File: src/design/uart_rx_pkg.sv
// receive-side status and wake-up constants for the serial port block
// assumes a 100 MHz apb clock; shared by the design and the bench
package uart_rx_pkg;

  // apb register byte offsets
  localparam logic [7:0] STATUS_OFF = 8'h00; // uart_status_reg
  localparam logic [7:0] CTRL1_OFF = 8'h04; // uart_ctrl1_reg
  localparam logic [7:0] CTRL2_OFF = 8'h08; // uart_ctrl2_reg
  localparam logic [7:0] DATA_OFF = 8'h0c; // data_buffer_reg
  localparam logic [7:0] BAUD_OFF = 8'h10; // baud_divisor_reg
  localparam logic [7:0] SYS_OFF = 8'h14; // uart enable and interrupt enables

  // uart_status_reg fields
  localparam int ST_AVAIL = 0;
  localparam int ST_OVERRUN = 1;
  localparam int ST_NOISE = 2;
  localparam int ST_PARITY = 3;
  localparam int ST_FRAMING = 4;
  localparam int ST_RX_IDLE = 5;
  localparam int ST_TX_EMPTY = 6;
  localparam int ST_TX_IDLE = 7;

  // uart_ctrl1_reg fields
  localparam int C1_RX_BIT8 = 0;
  localparam int C1_TWO_STOP = 1;
  localparam int C1_PARITY_ODD = 2;
  localparam int C1_PARITY_EN = 3;
  localparam int C1_NINE_BIT = 4;

  // uart_ctrl2_reg fields
  localparam int C2_RX_INT_EN = 0;
  localparam int C2_TX_EMPTY_EN = 1;
  localparam int C2_TX_IDLE_EN = 2;
  localparam int C2_ADDR_DET = 3;
  localparam int C2_WAKE_EN = 4;

  // system control fields
  localparam int SYS_UART_ON = 0;
  localparam int SYS_RX_EN = 1;
  localparam int SYS_GLOBAL_IE = 2;
  localparam int SYS_UART_IE = 3;

  // reset values
  localparam logic [4:0] CTRL1_RST = 5'h00;
  localparam logic [4:0] CTRL2_RST = 5'h00;
  localparam logic [3:0] SYS_RST = 4'h0;
  localparam logic [7:0] BAUD_RST = 8'h00;

  // oversampling: 16 ticks a bit, votes taken at ticks 7, 8 and 9
  localparam logic [3:0] OVS_FIRST = 4'h7;
  localparam logic [3:0] OVS_VOTE = 4'h9;
  localparam logic [3:0] OVS_LAST = 4'hf;

  // clock restart time after a pin wake-up
  localparam int CLK_PERIOD_NS = 10;
  localparam int STARTUP_NS = 1000;
  localparam int STARTUP_CYCLES = (STARTUP_NS + CLK_PERIOD_NS - 1) / CLK_PERIOD_NS;

  // receiver states, gray along idle-start-data-stop
  typedef enum logic [2:0] {
    RX_IDLE = 3'b000,
    RX_START = 3'b001,
    RX_DATA = 3'b011,
    RX_STOP = 3'b010,
    RX_BREAK = 3'b110
  } rx_state_t;

endpackage : uart_rx_pkg

File: src/design/uart_rx_status_and_wakeup.sv
// receiver, two-word receive buffer, error flags, interrupt pulse and pin wake-up
// assumes an apb master on pclk; tx status and clock-run level come from same-clock logic
//
// Functional notes
// - word moved to buffer sets data-available flag; interrupt if receive interrupt enable set
// - overrun also raises interrupt when receive interrupt enable set
// - buffer holds two words while third shifts; third completing sets overrun
// - on overrun buffered words are kept, shift register overwritten, flag set
// - overrun clears only after status access then data buffer read
// - noise flag rises with data-available; data still stored; no own interrupt
// - noise flag clears after status read then data buffer read
// - framing error when any expected stop bit samples low
// - framing and parity flags stored with the word; cleared by any reset
// - parity error only when parity enabled and received parity wrong
// - interrupt is a one-cycle low pulse from five sources
// - two transmit sources have own enables; two receive sources share one
// - status flags read-only; only the access sequence clears them
// - address detect: data interrupt only when highest received bit high
// - without address detect every data-available raises the interrupt
// - falling rx edge with clock stopped and enables set requests wake-up
// - stopped clock pauses reception; all registers keep contents
// - data on rx ignored during clock restart after wake-up
// - wake interrupt needs global and uart enables, only after start-up time
// - each bit voted from three samples at sixteen times baud rate
// - break sets data-available and framing, loads zeros, sets idle flag
//
// Decided for this implementation: the placing of the registers and the APB register port.
`timescale 1ns/1ps
`default_nettype none

module uart_rx_status_and_wakeup #(
  parameter int STARTUP_CNT = uart_rx_pkg::STARTUP_CYCLES // clock restart cycles
) (
  input wire logic pclk, // apb clock
  input wire logic presetn, // async reset, active low
  input wire logic psel, // apb select
  input wire logic penable, // apb enable
  input wire logic pwrite, // apb direction
  input wire logic [7:0] paddr, // apb byte address
  input wire logic [31:0] pwdata, // apb write data
  output logic [31:0] prdata, // apb read data
  output logic pready, // apb ready
  output logic pslverr, // apb error on unmapped address
  input wire logic rx_pin, // serial receive pin, asynchronous
  input wire logic fh_running, // uart clock f_H running
  input wire logic tx_buf_empty, // transmitter buffer empty level
  input wire logic tx_idle, // transmitter idle level
  output logic uart_irq_n, // interrupt, one-cycle low pulse
  output logic wake_event // one-cycle wake-up request
);
  import uart_rx_pkg::*;

  localparam int STW = $clog2(STARTUP_CNT + 1);
  localparam logic [STW-1:0] STARTUP_LOAD = STW'(STARTUP_CNT);

  // register storage
  logic [4:0] ctrl1_q;
  logic [4:0] ctrl2_q;
  logic [3:0] sys_q;
  logic [7:0] baud_divisor_q;
  logic [31:0] prdata_q;
  logic pready_q;
  logic pslverr_q;
  logic irq_n_q;
  logic wake_q;

  // receive buffer: {noise, parity, framing, data[8:0]}
  logic [11:0] fifo_q [2];
  logic rd_ptr_q;
  logic [1:0] cnt_q;
  logic overrun_q;
  logic clr_armed_q;

  // receiver
  rx_state_t state_q;
  logic rx_meta_q;
  logic rx_sync_q;
  logic rx_prev_q;
  logic [7:0] div_q;
  logic [3:0] ovs_q;
  logic [1:0] votes_q;
  logic vote_first_q;
  logic bit_val_q;
  logic noise_q;
  logic ferr_q;
  logic [3:0] field_q;
  logic stop_idx_q;
  logic [9:0] word_q;
  logic [STW-1:0] startup_q;
  logic wake_pend_q;
  logic tx_empty_prev_q;
  logic tx_idle_prev_q;

  // apb decode
  logic setup;
  logic access;
  logic wr_acc;
  logic rd_acc;
  logic mapped;
  always_comb begin
    setup = psel & ~penable;
    access = psel & penable & pready_q;
    wr_acc = access & pwrite;
    rd_acc = access & ~pwrite;
    mapped = (paddr == STATUS_OFF) | (paddr == CTRL1_OFF) | (paddr == CTRL2_OFF) |
             (paddr == DATA_OFF) | (paddr == BAUD_OFF) | (paddr == SYS_OFF);
  end

  // buffer head and derived flags
  logic [11:0] head;
  logic avail;
  logic rx_idle_flag;
  logic [7:0] status;
  logic pop;
  always_comb begin
    head = fifo_q[rd_ptr_q];
    avail = cnt_q != 2'd0;
    rx_idle_flag = (state_q == RX_IDLE) | (state_q == RX_BREAK);
    status = 8'h00;
    status[ST_AVAIL] = avail;
    status[ST_OVERRUN] = overrun_q;
    status[ST_NOISE] = avail & head[11];
    status[ST_PARITY] = avail & head[10];
    status[ST_FRAMING] = avail & head[9];
    status[ST_RX_IDLE] = rx_idle_flag;
    status[ST_TX_EMPTY] = tx_buf_empty;
    status[ST_TX_IDLE] = tx_idle;
    // only a data read following a status access pops the word
    pop = rd_acc & (paddr == DATA_OFF) & clr_armed_q & avail;
  end

  // apb answer: data and ready prepared in the setup cycle, zero wait in access
  always_ff @(posedge pclk or negedge presetn) begin
    if (!presetn) begin
      prdata_q <= 32'h0000_0000;
      pready_q <= 1'b0;
      pslverr_q <= 1'b0;
    end else begin
      pready_q <= setup;
      pslverr_q <= setup & ~mapped;
      if (setup) begin
        case (paddr)
          STATUS_OFF: prdata_q <= {24'h000000, status};
          CTRL1_OFF: prdata_q <= {27'h0000000, ctrl1_q[4:1], avail & head[8]};
          CTRL2_OFF: prdata_q <= {27'h0000000, ctrl2_q};
          DATA_OFF: prdata_q <= avail ? {23'h000000, head[8:0]} : 32'h0000_0000;
          BAUD_OFF: prdata_q <= {24'h000000, baud_divisor_q};
          SYS_OFF: prdata_q <= {28'h0000000, sys_q};
          default: prdata_q <= 32'h0000_0000;
        endcase
      end
    end
  end

  // software-writable control; status and data are read-only here
  always_ff @(posedge pclk or negedge presetn) begin
    if (!presetn) begin
      ctrl1_q <= CTRL1_RST;
      ctrl2_q <= CTRL2_RST;
      sys_q <= SYS_RST;
      baud_divisor_q <= BAUD_RST;
    end else if (wr_acc) begin
      case (paddr)
        CTRL1_OFF: ctrl1_q <= {pwdata[4:1], 1'b0}; // bit 0 is read-only
        CTRL2_OFF: ctrl2_q <= pwdata[4:0];
        BAUD_OFF: baud_divisor_q <= pwdata[7:0];
        SYS_OFF: sys_q <= pwdata[3:0];
        default: ;
      endcase
    end
  end

  // clear sequence: status access arms, next data read disarms
  always_ff @(posedge pclk or negedge presetn) begin
    if (!presetn) begin
      clr_armed_q <= 1'b0;
    end else if (access & (paddr == STATUS_OFF)) begin
      clr_armed_q <= 1'b1;
    end else if (rd_acc & (paddr == DATA_OFF)) begin
      clr_armed_q <= 1'b0;
    end
  end

  // pin synchroniser; only the second stage and its one-cycle delayed copy are looked at
  always_ff @(posedge pclk or negedge presetn) begin
    if (!presetn) begin
      rx_meta_q <= 1'b1;
      rx_sync_q <= 1'b1;
      rx_prev_q <= 1'b1;
    end else begin
      rx_meta_q <= rx_pin;
      rx_sync_q <= rx_meta_q;
      rx_prev_q <= rx_sync_q;
    end
  end

  // gating: stopped clock pauses, restart window ignores the pin
  logic rx_on;
  logic run;
  logic tick;
  logic fall;
  always_comb begin
    rx_on = sys_q[SYS_UART_ON] & sys_q[SYS_RX_EN];
    run = rx_on & fh_running & (startup_q == '0);
    tick = run & (div_q == 8'h00);
    fall = rx_prev_q & ~rx_sync_q;
  end

  // 16x baud enable divider
  always_ff @(posedge pclk or negedge presetn) begin
    if (!presetn) begin
      div_q <= 8'h00;
    end else if (!run) begin
      div_q <= div_q; // hold phase across a pause
    end else if (div_q == 8'h00) begin
      div_q <= baud_divisor_q;
    end else begin
      div_q <= div_q - 8'h01;
    end
  end

  // frame shape from configuration
  logic [3:0] last_field;
  logic last_stop;
  logic par_bit;
  logic par_calc;
  logic [8:0] data_w;
  always_comb begin
    last_field = ctrl1_q[C1_NINE_BIT] ? 4'd8 : 4'd7;
    if (ctrl1_q[C1_PARITY_EN]) begin
      last_field = last_field + 4'd1;
    end
    last_stop = ctrl1_q[C1_TWO_STOP];
    data_w = ctrl1_q[C1_NINE_BIT] ? word_q[8:0] : {1'b0, word_q[7:0]};
    par_bit = ctrl1_q[C1_NINE_BIT] ? word_q[9] : word_q[8];
    par_calc = ^data_w ^ par_bit ^ ctrl1_q[C1_PARITY_ODD];
  end

  // frame completion at the end of the last stop bit
  logic stop_end;
  logic done;
  logic frame_ferr;
  logic frame_perr;
  logic high_bit;
  always_comb begin
    stop_end = tick & (ovs_q == OVS_LAST) & (state_q == RX_STOP);
    done = stop_end & (stop_idx_q == last_stop);
    frame_ferr = ferr_q | ~bit_val_q;
    frame_perr = ctrl1_q[C1_PARITY_EN] & par_calc;
    high_bit = ctrl1_q[C1_NINE_BIT] ? data_w[8] : data_w[7];
  end

  // oversampling and three-sample majority vote
  always_ff @(posedge pclk or negedge presetn) begin
    if (!presetn) begin
      votes_q <= 2'd0;
      vote_first_q <= 1'b1;
      bit_val_q <= 1'b1;
      noise_q <= 1'b0;
    end else if (state_q == RX_IDLE) begin
      votes_q <= 2'd0;
      noise_q <= 1'b0;
    end else if (tick && ovs_q >= OVS_FIRST && ovs_q <= OVS_VOTE) begin
      if (ovs_q == OVS_FIRST) begin
        votes_q <= {1'b0, rx_sync_q};
        vote_first_q <= rx_sync_q;
      end else if (ovs_q == OVS_VOTE) begin
        bit_val_q <= (votes_q + {1'b0, rx_sync_q}) >= 2'd2;
        votes_q <= 2'd0;
      end else begin
        votes_q <= votes_q + {1'b0, rx_sync_q};
      end
      // disagreement among the samples marks the frame noisy
      if (ovs_q != OVS_FIRST && rx_sync_q != vote_first_q) begin
        noise_q <= 1'b1;
      end
    end
  end

  // receiver sequence
  always_ff @(posedge pclk or negedge presetn) begin
    if (!presetn) begin
      state_q <= RX_IDLE;
      ovs_q <= 4'h0;
      field_q <= 4'h0;
      stop_idx_q <= 1'b0;
      ferr_q <= 1'b0;
      word_q <= 10'h000;
    end else if (!rx_on) begin
      state_q <= RX_IDLE;
      ovs_q <= 4'h0;
    end else if (run) begin
      case (state_q)
        RX_IDLE: begin
          if (fall) begin
            state_q <= RX_START;
            ovs_q <= 4'h0;
            ferr_q <= 1'b0;
          end
        end
        RX_START: begin
          if (tick) begin
            ovs_q <= ovs_q + 4'h1;
            if (ovs_q == OVS_LAST) begin
              // a start bit that votes high was a glitch
              state_q <= bit_val_q ? RX_IDLE : RX_DATA;
              field_q <= 4'h0;
              word_q <= 10'h000;
            end
          end
        end
        RX_DATA: begin
          if (tick) begin
            ovs_q <= ovs_q + 4'h1;
            if (ovs_q == OVS_LAST) begin
              word_q[field_q] <= bit_val_q; // shift register, lsb first
              field_q <= field_q + 4'h1;
              if (field_q == last_field) begin
                state_q <= RX_STOP;
                stop_idx_q <= 1'b0;
              end
            end
          end
        end
        RX_STOP: begin
          if (tick) begin
            ovs_q <= ovs_q + 4'h1;
            if (ovs_q == OVS_LAST) begin
              ferr_q <= frame_ferr;
              stop_idx_q <= 1'b1;
              if (done) begin
                // a low line here is a break: wait for it to go high
                state_q <= rx_sync_q ? RX_IDLE : RX_BREAK;
              end
            end
          end
        end
        RX_BREAK: begin
          if (rx_sync_q) begin
            state_q <= RX_IDLE; // no new start until the line is high
          end
        end
        default: state_q <= RX_IDLE;
      endcase
    end
  end

  // two-word buffer; a full buffer drops the new word and flags overrun
  logic full;
  logic push;
  logic wr_idx;
  always_comb begin
    full = (cnt_q == 2'd2) & ~pop;
    push = done & ~full;
    wr_idx = rd_ptr_q ^ cnt_q[0];
  end

  always_ff @(posedge pclk or negedge presetn) begin
    if (!presetn) begin
      fifo_q[0] <= 12'h000;
      fifo_q[1] <= 12'h000;
      rd_ptr_q <= 1'b0;
      cnt_q <= 2'd0;
    end else begin
      if (push) begin
        // break frames land here as zeros with framing set
        fifo_q[wr_idx] <= {noise_q, frame_perr, frame_ferr, data_w};
      end
      if (pop) begin
        rd_ptr_q <= ~rd_ptr_q;
      end
      cnt_q <= cnt_q + {1'b0, push} - {1'b0, pop};
    end
  end

  // overrun flag: a pop in the completing cycle frees a slot, so the flag clears
  always_ff @(posedge pclk or negedge presetn) begin
    if (!presetn) begin
      overrun_q <= 1'b0;
    end else if (done & full) begin
      overrun_q <= 1'b1;
    end else if (pop) begin
      overrun_q <= 1'b0;
    end
  end

  // wake-up: falling pin edge while f_H stopped and wake, uart, receive and receive interrupt enables set
  logic wake_ok;
  always_comb begin
    wake_ok = ctrl2_q[C2_WAKE_EN] & sys_q[SYS_UART_ON] & sys_q[SYS_RX_EN] &
              ctrl2_q[C2_RX_INT_EN];
  end

  always_ff @(posedge pclk or negedge presetn) begin
    if (!presetn) begin
      wake_q <= 1'b0;
      wake_pend_q <= 1'b0;
      startup_q <= '0;
    end else begin
      wake_q <= ~fh_running & wake_ok & fall & ~wake_pend_q;
      if (~fh_running & wake_ok & fall) begin
        wake_pend_q <= 1'b1;
      end else if (fh_running & wake_pend_q) begin
        wake_pend_q <= 1'b0;
        startup_q <= STARTUP_LOAD;
      end else if (startup_q != '0) begin
        startup_q <= startup_q - STW'(1);
      end
    end
  end

  // interrupt sources, one low pulse per event
  logic wake_irq;
  logic rx_irq;
  logic tx_irq;
  always_comb begin
    wake_irq = (startup_q == STW'(1)) & sys_q[SYS_GLOBAL_IE] & sys_q[SYS_UART_IE];
    rx_irq = ctrl2_q[C2_RX_INT_EN] &
             ((push & (~ctrl2_q[C2_ADDR_DET] | high_bit)) | (done & full));
    tx_irq = (ctrl2_q[C2_TX_EMPTY_EN] & tx_buf_empty & ~tx_empty_prev_q) |
             (ctrl2_q[C2_TX_IDLE_EN] & tx_idle & ~tx_idle_prev_q);
  end

  always_ff @(posedge pclk or negedge presetn) begin
    if (!presetn) begin
      irq_n_q <= 1'b1;
      tx_empty_prev_q <= 1'b0;
      tx_idle_prev_q <= 1'b0;
    end else begin
      tx_empty_prev_q <= tx_buf_empty;
      tx_idle_prev_q <= tx_idle;
      irq_n_q <= ~(rx_irq | tx_irq | wake_irq);
    end
  end

  assign prdata = prdata_q;
  assign pready = pready_q;
  assign pslverr = pslverr_q;
  assign uart_irq_n = irq_n_q;
  assign wake_event = wake_q;

endmodule : uart_rx_status_and_wakeup

`default_nettype wire

File: config.mk
export PLATFORM = sky130hd
export DESIGN_NAME = uart_rx_status_and_wakeup
export DESIGN_NICKNAME = d
export VERILOG_FILES = /design/src/design/uart_rx_pkg.sv /design/src/design/uart_rx_status_and_wakeup.sv
export SDC_FILE = /design/constraint.sdc
export NUM_CORES = 1
export LEC_CHECK = 0
export BUFFER_PORTS_ARGS = -buffer_cell sky130_fd_sc_hd__buf_2
export CORE_UTILIZATION = 30
export DETAILED_ROUTE_END_ITERATION = 7
export HOLD_SLACK_MARGIN = 0.08
export PLACE_DENSITY = 0.56
export SLEW_MARGIN = 0
export SYNTH_ARGS = -nofsm -noshare
export SYNTH_HDL_FRONTEND = slang
export SYNTH_SLANG_ARGS = --single-unit
File: constraint.sdc
create_clock -name pclk -period 3.3 [get_ports pclk]
set_clock_uncertainty 0.15 [all_clocks]
set_input_delay 0.33 -clock pclk [delete_from_list [all_inputs] [get_ports pclk]]
set_output_delay 0.33 -clock pclk [all_outputs]
set_load 0.005 [all_outputs]
==> After elaboration in Yosys (flattened, before gate mapping) <==
Cells that the tools add are included.
{ "word_totals": {"reg_bits": 135, "latchBits": 0, "ram_bits": 0, "rom_bits": 0, "input_bits": 49, "out_inout_bits": 36, "elab_cells": 270, "memories": 0} }
{ "classes": {"addsub": 8, "multipliers": 0, "div": 0, "magnitude_cmp": 8, "n_eq_ne": 39, "n_shift": 0, "muxes": 72, "bitwise": 75, "reduce_logical": 35} }
{ "op_table": {"columns": ["operator", "count"], "rows": [
  ["9-bit case mux with 6 select lines", 1],
  ["12-bit 2-to-1 mux", 4],
  ["1-bit bitwise AND", 41],
  ["10-bit 2-to-1 mux", 4],
  ["4-bit 2-to-1 mux", 10],
  ["3-bit 2-to-1 mux", 13],
  ["3-bit != test, second input constant", 9],
  ["24-bit bitwise mux", 1],
  ["1-bit 2-to-1 mux", 20],
  ["10-bit case mux with 2 select lines", 1],
  ["2-bit nonzero test", 10],
  ["9-bit 2-to-1 mux", 2],
  ["1-bit inverter", 17],
  ["8-bit by 4-bit == test with 1-bit output, second input constant", 2],
  ["8-bit by 5-bit == test with 1-bit output, second input constant", 2],
  ["8-bit zero test", 2],
  ["4-bit case mux with 2 select lines", 2],
  ["3-bit case mux with 5 select lines", 1],
  ["7-bit 2-to-1 mux", 2],
  ["2-bit != test, second input constant", 7],
  ["4-bit by 1-bit adder with 4-bit output, second input constant", 3],
  ["12-bit demux with 1-bit select", 1],
  ["1-bit OR", 12],
  ["2-bit AND reduction", 6],
  ["43 further kinds", 64]
]} }

==> Depth between registers and ports, before layout <==
{ "logic_depth": {"ltp_word": 16, "mapped_depth": 11, "depth_no_buf": 11} }

==> Least setup slack after synthesis <==
OpenSTA, ideal clock, no wires.
{ "synth_path": {"path_type": "flip-flop to flip-flop", "start": "register div_q[0]", "end": "register cnt_q[1]", "t_arrival_ns": 2.178, "t_required_ns": 3.025, "path_slack_ns": 0.846, "path_stages_with_launch": 12, "n_path_buf": 0, "period_less_slack_ns": 2.454, "path_cell_list": "dfrtp_1 > inv_1 > ha_1 > nor3b_2 > nand3_2 > nor4_1 > nand2_1 > ha_1 > inv_1 > ha_1 > xnor2_1 > xnor2_1"} }
{ "synth_between": {"elab_chain_len": 8} }
{ "synth_rtl": {"columns": ["item", "line_no", "text"], "rows": [
  ["start, declared", "uart_rx_status_and_wakeup.sv:79", "logic [7:0] div_q;"],
  ["start signal, assigned", "uart_rx_status_and_wakeup.sv:214", "div_q <= div_q;"],
  ["start signal, assigned", "uart_rx_status_and_wakeup.sv:216", "div_q <= baud_divisor_q;"],
  ["start signal, assigned", "uart_rx_status_and_wakeup.sv:218", "div_q <= div_q - 8'h01;"],
  ["8-bit zero test", "uart_rx_status_and_wakeup.sv:205", "tick = run & (div_q == 8'h00);"],
  ["1-bit bitwise AND", "uart_rx_status_and_wakeup.sv:205", null],
  ["1-bit bitwise AND (2 in series)", "uart_rx_status_and_wakeup.sv:246", "stop_end = tick & (ovs_q == OVS_LAST) & (state_q == RX_STOP);"],
  ["1-bit bitwise AND", "uart_rx_status_and_wakeup.sv:247", "done = stop_end & (stop_idx_q == last_stop);"],
  ["1-bit bitwise AND", "uart_rx_status_and_wakeup.sv:354", "push = done & ~full;"],
  ["2-bit by 1-bit adder with 2-bit output", "uart_rx_status_and_wakeup.sv:372", "cnt_q <= cnt_q + {1'b0, push} - {1'b0, pop};"],
  ["2-bit by 1-bit subtractor with 2-bit output", "uart_rx_status_and_wakeup.sv:372", null],
  ["end signal, assigned", "uart_rx_status_and_wakeup.sv:372", null],
  ["end, declared", "uart_rx_status_and_wakeup.sv:70", "logic [1:0] cnt_q;"]
]} }
Every way passes these cells.
A chain may end at the register's enable or synchronous reset.

==> Final worst setup path <==
{ "layout_path": {"start": "register startup_q[0]", "end": "register cnt_q[1]"} }
{ "layout_between": {"elab_chain_len": 9} }
{ "layout_rtl": {"columns": ["item", "line_no", "text"], "rows": [
  ["start, declared", "uart_rx_status_and_wakeup.sv:89", "logic [STW-1:0] startup_q;"],
  ["start signal, assigned", "uart_rx_status_and_wakeup.sv:407", "startup_q <= startup_q - STW'(1);"],
  ["7-bit zero test", "uart_rx_status_and_wakeup.sv:204", "run = rx_on & fh_running & (startup_q == '0);"],
  ["1-bit bitwise AND", "uart_rx_status_and_wakeup.sv:204", null],
  ["1-bit bitwise AND", "uart_rx_status_and_wakeup.sv:205", null],
  ["1-bit bitwise AND (2 in series)", "uart_rx_status_and_wakeup.sv:246", null],
  ["1-bit bitwise AND", "uart_rx_status_and_wakeup.sv:247", null],
  ["1-bit bitwise AND", "uart_rx_status_and_wakeup.sv:354", null],
  ["2-bit by 1-bit adder with 2-bit output", "uart_rx_status_and_wakeup.sv:372", null],
  ["2-bit by 1-bit subtractor with 2-bit output", "uart_rx_status_and_wakeup.sv:372", null]
]} }
Every way passes these cells.

==> results.yml <==
outcome:
  status: "finished, final reports clean"
critical_path:
  crit_chain: "inv_1, ha_1, nor2b_1, nand2_1, nor4_1, nand2_1, ha_1, inv_1, ha_1, xnor2_1, xnor2_1"
  cp_common_cell: "ha_1"
  slowest_stage: "dfrtp_1"
  max_stage_delay_ns: 0.42
  path_delay_family: "simple AND/OR/NAND/NOR gates"
  arrival_ns: 2.85
  endpoint_kind: "flop"
  start_kind: "flop"
  worstSetupPathType: "flop to flop"
  critical_path_buf_inv_count: 2
  critPathMaxFanout: 5
  crit_required_ns: 3.44
place:
  dpl.hpwl_microns: 10300
  portBuffers: 37
  place.gp.congestion: 0.851
  dp.cells: 875
routing:
  first_pass_iters: 4
  wirelength_microns: 13900
  wl_per_cell_microns: 15.4
  remaining_drc_errors: 0
  postRouteAntennaNets: 0
  vias: 4435
  drt_iter0_drc: 159
  vias_per_cell: 4.93
clock_tree:
  cts_setup_buffers: 0
  clkTransAtPathRegs_ns: 0.08
  clock_latency_ns: 0.36
  cts_root_buf: "clkbuf_16"
  numCtsBuffers: 9
  ctsResizeCount: 0
  clkSinkCount: 112
  h-tree-depth: 3
  clockBufferDepth: 2
  cts_tree: "done"
pwr:
  intPower_mw: 2.16
  p_sw_uw: 747
  p_sw_share_pct: 25.7
  ir_drop_uv: 233
  leakagePower_nw: 3.11
  clockPowerShare_pct: 39.4
  combPwrFrac_pct: 9.5
  p_per_area_nw_per_um2: 416
  p_seq_share_pct: 51.2
  power.total_mw: 2.91
grt:
  grt_overflow_total: 0
  grt_antenna_before_repair: 0
  grt_max_degree: 69
  grt_usage_pct: 13.9
  grt_pass1_wl_microns: 23300
  first_global_vias: 4388
yosys:
  yosys_most_used_dff: "dfrtp_1"
  yosysMostFrequentCell: "dfrtp_1"
  synthArstFlopShare_pct: 100
  synth_cells: 580
  syn_area_per_cell_sq_um: 10.6
  synth_cell_types: 65
  ys_seq_elements: 112
  synth.cell_area_sq_um: 6140
  synth_commonest_cells: "dfrtp_1 (106), nand2_1 (56), mux2_1 (31), nor2_1 (29), mux2_2 (28)"
  synth_edf_count: 0
  synthesis.yosys.warnings: 0
  ys_top_cells_by_area: "dfrtp_1 (43%), mux2_1 (5.7%), mux2_2 (5.1%)"
  yosysSeqAreaShare_pct: 45.8
  yosysTopAreaCell: "dfrtp_1"
  synth_top_area_share_pct: 43.2
die:
  core.rowCount: 51
  dieHeight_microns: 145
  dieArea_sq_um: 21000
  io_pins: 85
  start_util_pct: 31.0
  die_w_microns: 145
  design.core.area_sq_um: 19800
timing:
  grt_setup_unrepaired: "false"
  fmax_mhz: 369
  finalSetupTns_ns: 0
  tightest_slew_ns: 1.03
  timing.final.crit_share_pct: 82.2
  period_needed_ns: 2.71
  relSlewSlack_pct: 31.1
  timing.hold.ws_ns: 0.0865
  setup_violations: 0
  hold_viol: 0
  slew_viol_final: 0
hold_path:
  hold_class: "input pin to flop"
finish:
  fin_cells: 899
  final_layout_size_suffix_gt1_share_pct: 17.5
  nets: 694
  diodes: 0
  syn_to_final_growth_pct: 13.9
run:
  max_cap_viol_count: 0
## power by group through the flow
stage          registers, mW  logic, mW  clock network (mW)
4_1_cts                 1.49      0.280                1.19
3_3_place_gp            1.51      0.264                   0
5_1_grt                 1.50      0.315                1.23
6_report                1.49      0.276                1.15
3_5_place_dp            1.52      0.269                   0
2_1_floorplan           1.50      0.191                   0
## repair_timing
item                                    in CTS  in global routing
hold buffers                                 8                  0
endpoints found under the hold margin       50                  0
endpoints found under the setup margin       0                  0
## final timing paths
| check | startpoint | slack, ns | cells past startpoint | end |
|---|---|---|---|---|
| max | startup_q[0]$_DFFE_PN0P_ | 0.59 | 11 | cnt_q[1]$_DFF_PN0_ |
| min | fh_running | 0.09 | 2 | wake_pend_q$_DFFE_PN0P_ |
| max reg2reg | startup_q[0]$_DFFE_PN0P_ | 0.59 | 11 | cnt_q[1]$_DFF_PN0_ |
| min reg2reg | rx_meta_q$_DFF_PN1_ | 0.21 | 0 | rx_sync_q$_DFF_PN1_ |
| max in group asynchronous | presetn | 1.85 | 3 | rx_prev_q$_DFF_PN1_ |
| min in group asynchronous | presetn | 0.35 | 2 | prdata[2]$_DFFE_PN0P_ |
## cells by family after synthesis
group                    count (synthesis)  share of synthesized area (%)
other                                    1                         0.0611
multiplexers                            77                           14.0
flip-flops                             112                           45.8
AO/OA/AOI/OAI                          107                           12.0
buffers and inverters                   63                           5.32
adder cells (fa/ha/maj)                 16                           3.26
AND/OR/NAND/NOR                        182                           16.2
XOR/XNOR                                22                           3.36
## metrics by stage
stage	area (sq um)	utilization (%)	setup slack (ns)
after global routing	6990	35.3	0.349
after floorplan	6220	-	0.846
after global placement	6600	33.4	0.590
after detailed placement	6600	33.4	0.539
final	6990	35.3	0.587
after CTS	6990	35.3	0.566
## layer usage
metal / GRT usage, % / up-vias / share of wire, %
li1: - / 2141 / -
met1: 18.4 / 2214 / 47
met2: 22.8 / 68 / 48
met3: 2.83 / 12 / 3.1
met4: 4.31 / 0 / 1.3
met5: 0 / - / 0
## state kept, by name, summed over array words and instances (netlist names), 5 cells and up
signal / flops
baud_divisor_q: 8
ctrl2_q: 5
div_q: 8
fifo_q: 24
prdata: 9
startup_q: 7
word_q: 10
## layout by cell type, fill, tap and decap left out, drive strengths merged, types with 4 or more instances in the layout
master / count
dfrtp: 106
mux2: 59
nand2: 56
buf: 49
nor2: 29
o21ai: 28
inv: 25
conb: 23
a21oi: 21
a22o: 19
mux2i: 17
nand3: 17
ha: 16
nor3: 12
nor2b: 11
xnor2: 11
xor2: 10
clkbuf: 10
nand2b: 8
dlygate4sd3: 8
nor4: 8
nand3b: 7
nand4: 7
o22ai: 6
dfstp: 6
and2: 5
a22oi: 5
o211ai: 5
or4: 4
## final cells by class
class | count | area [sq um]
Clock buffer | 10 | 239
Clock inverter | 6 | 73.8
Fill cell | 2007 | 12800
Inverter | 22 | 82.6
Multi-Input combinational cell | 427 | 3080
Sequential cell | 112 | 2810
Tap cell | 265 | 332
Timing Repair Buffer | 57 | 370
(Power assumes the default switching activity.)
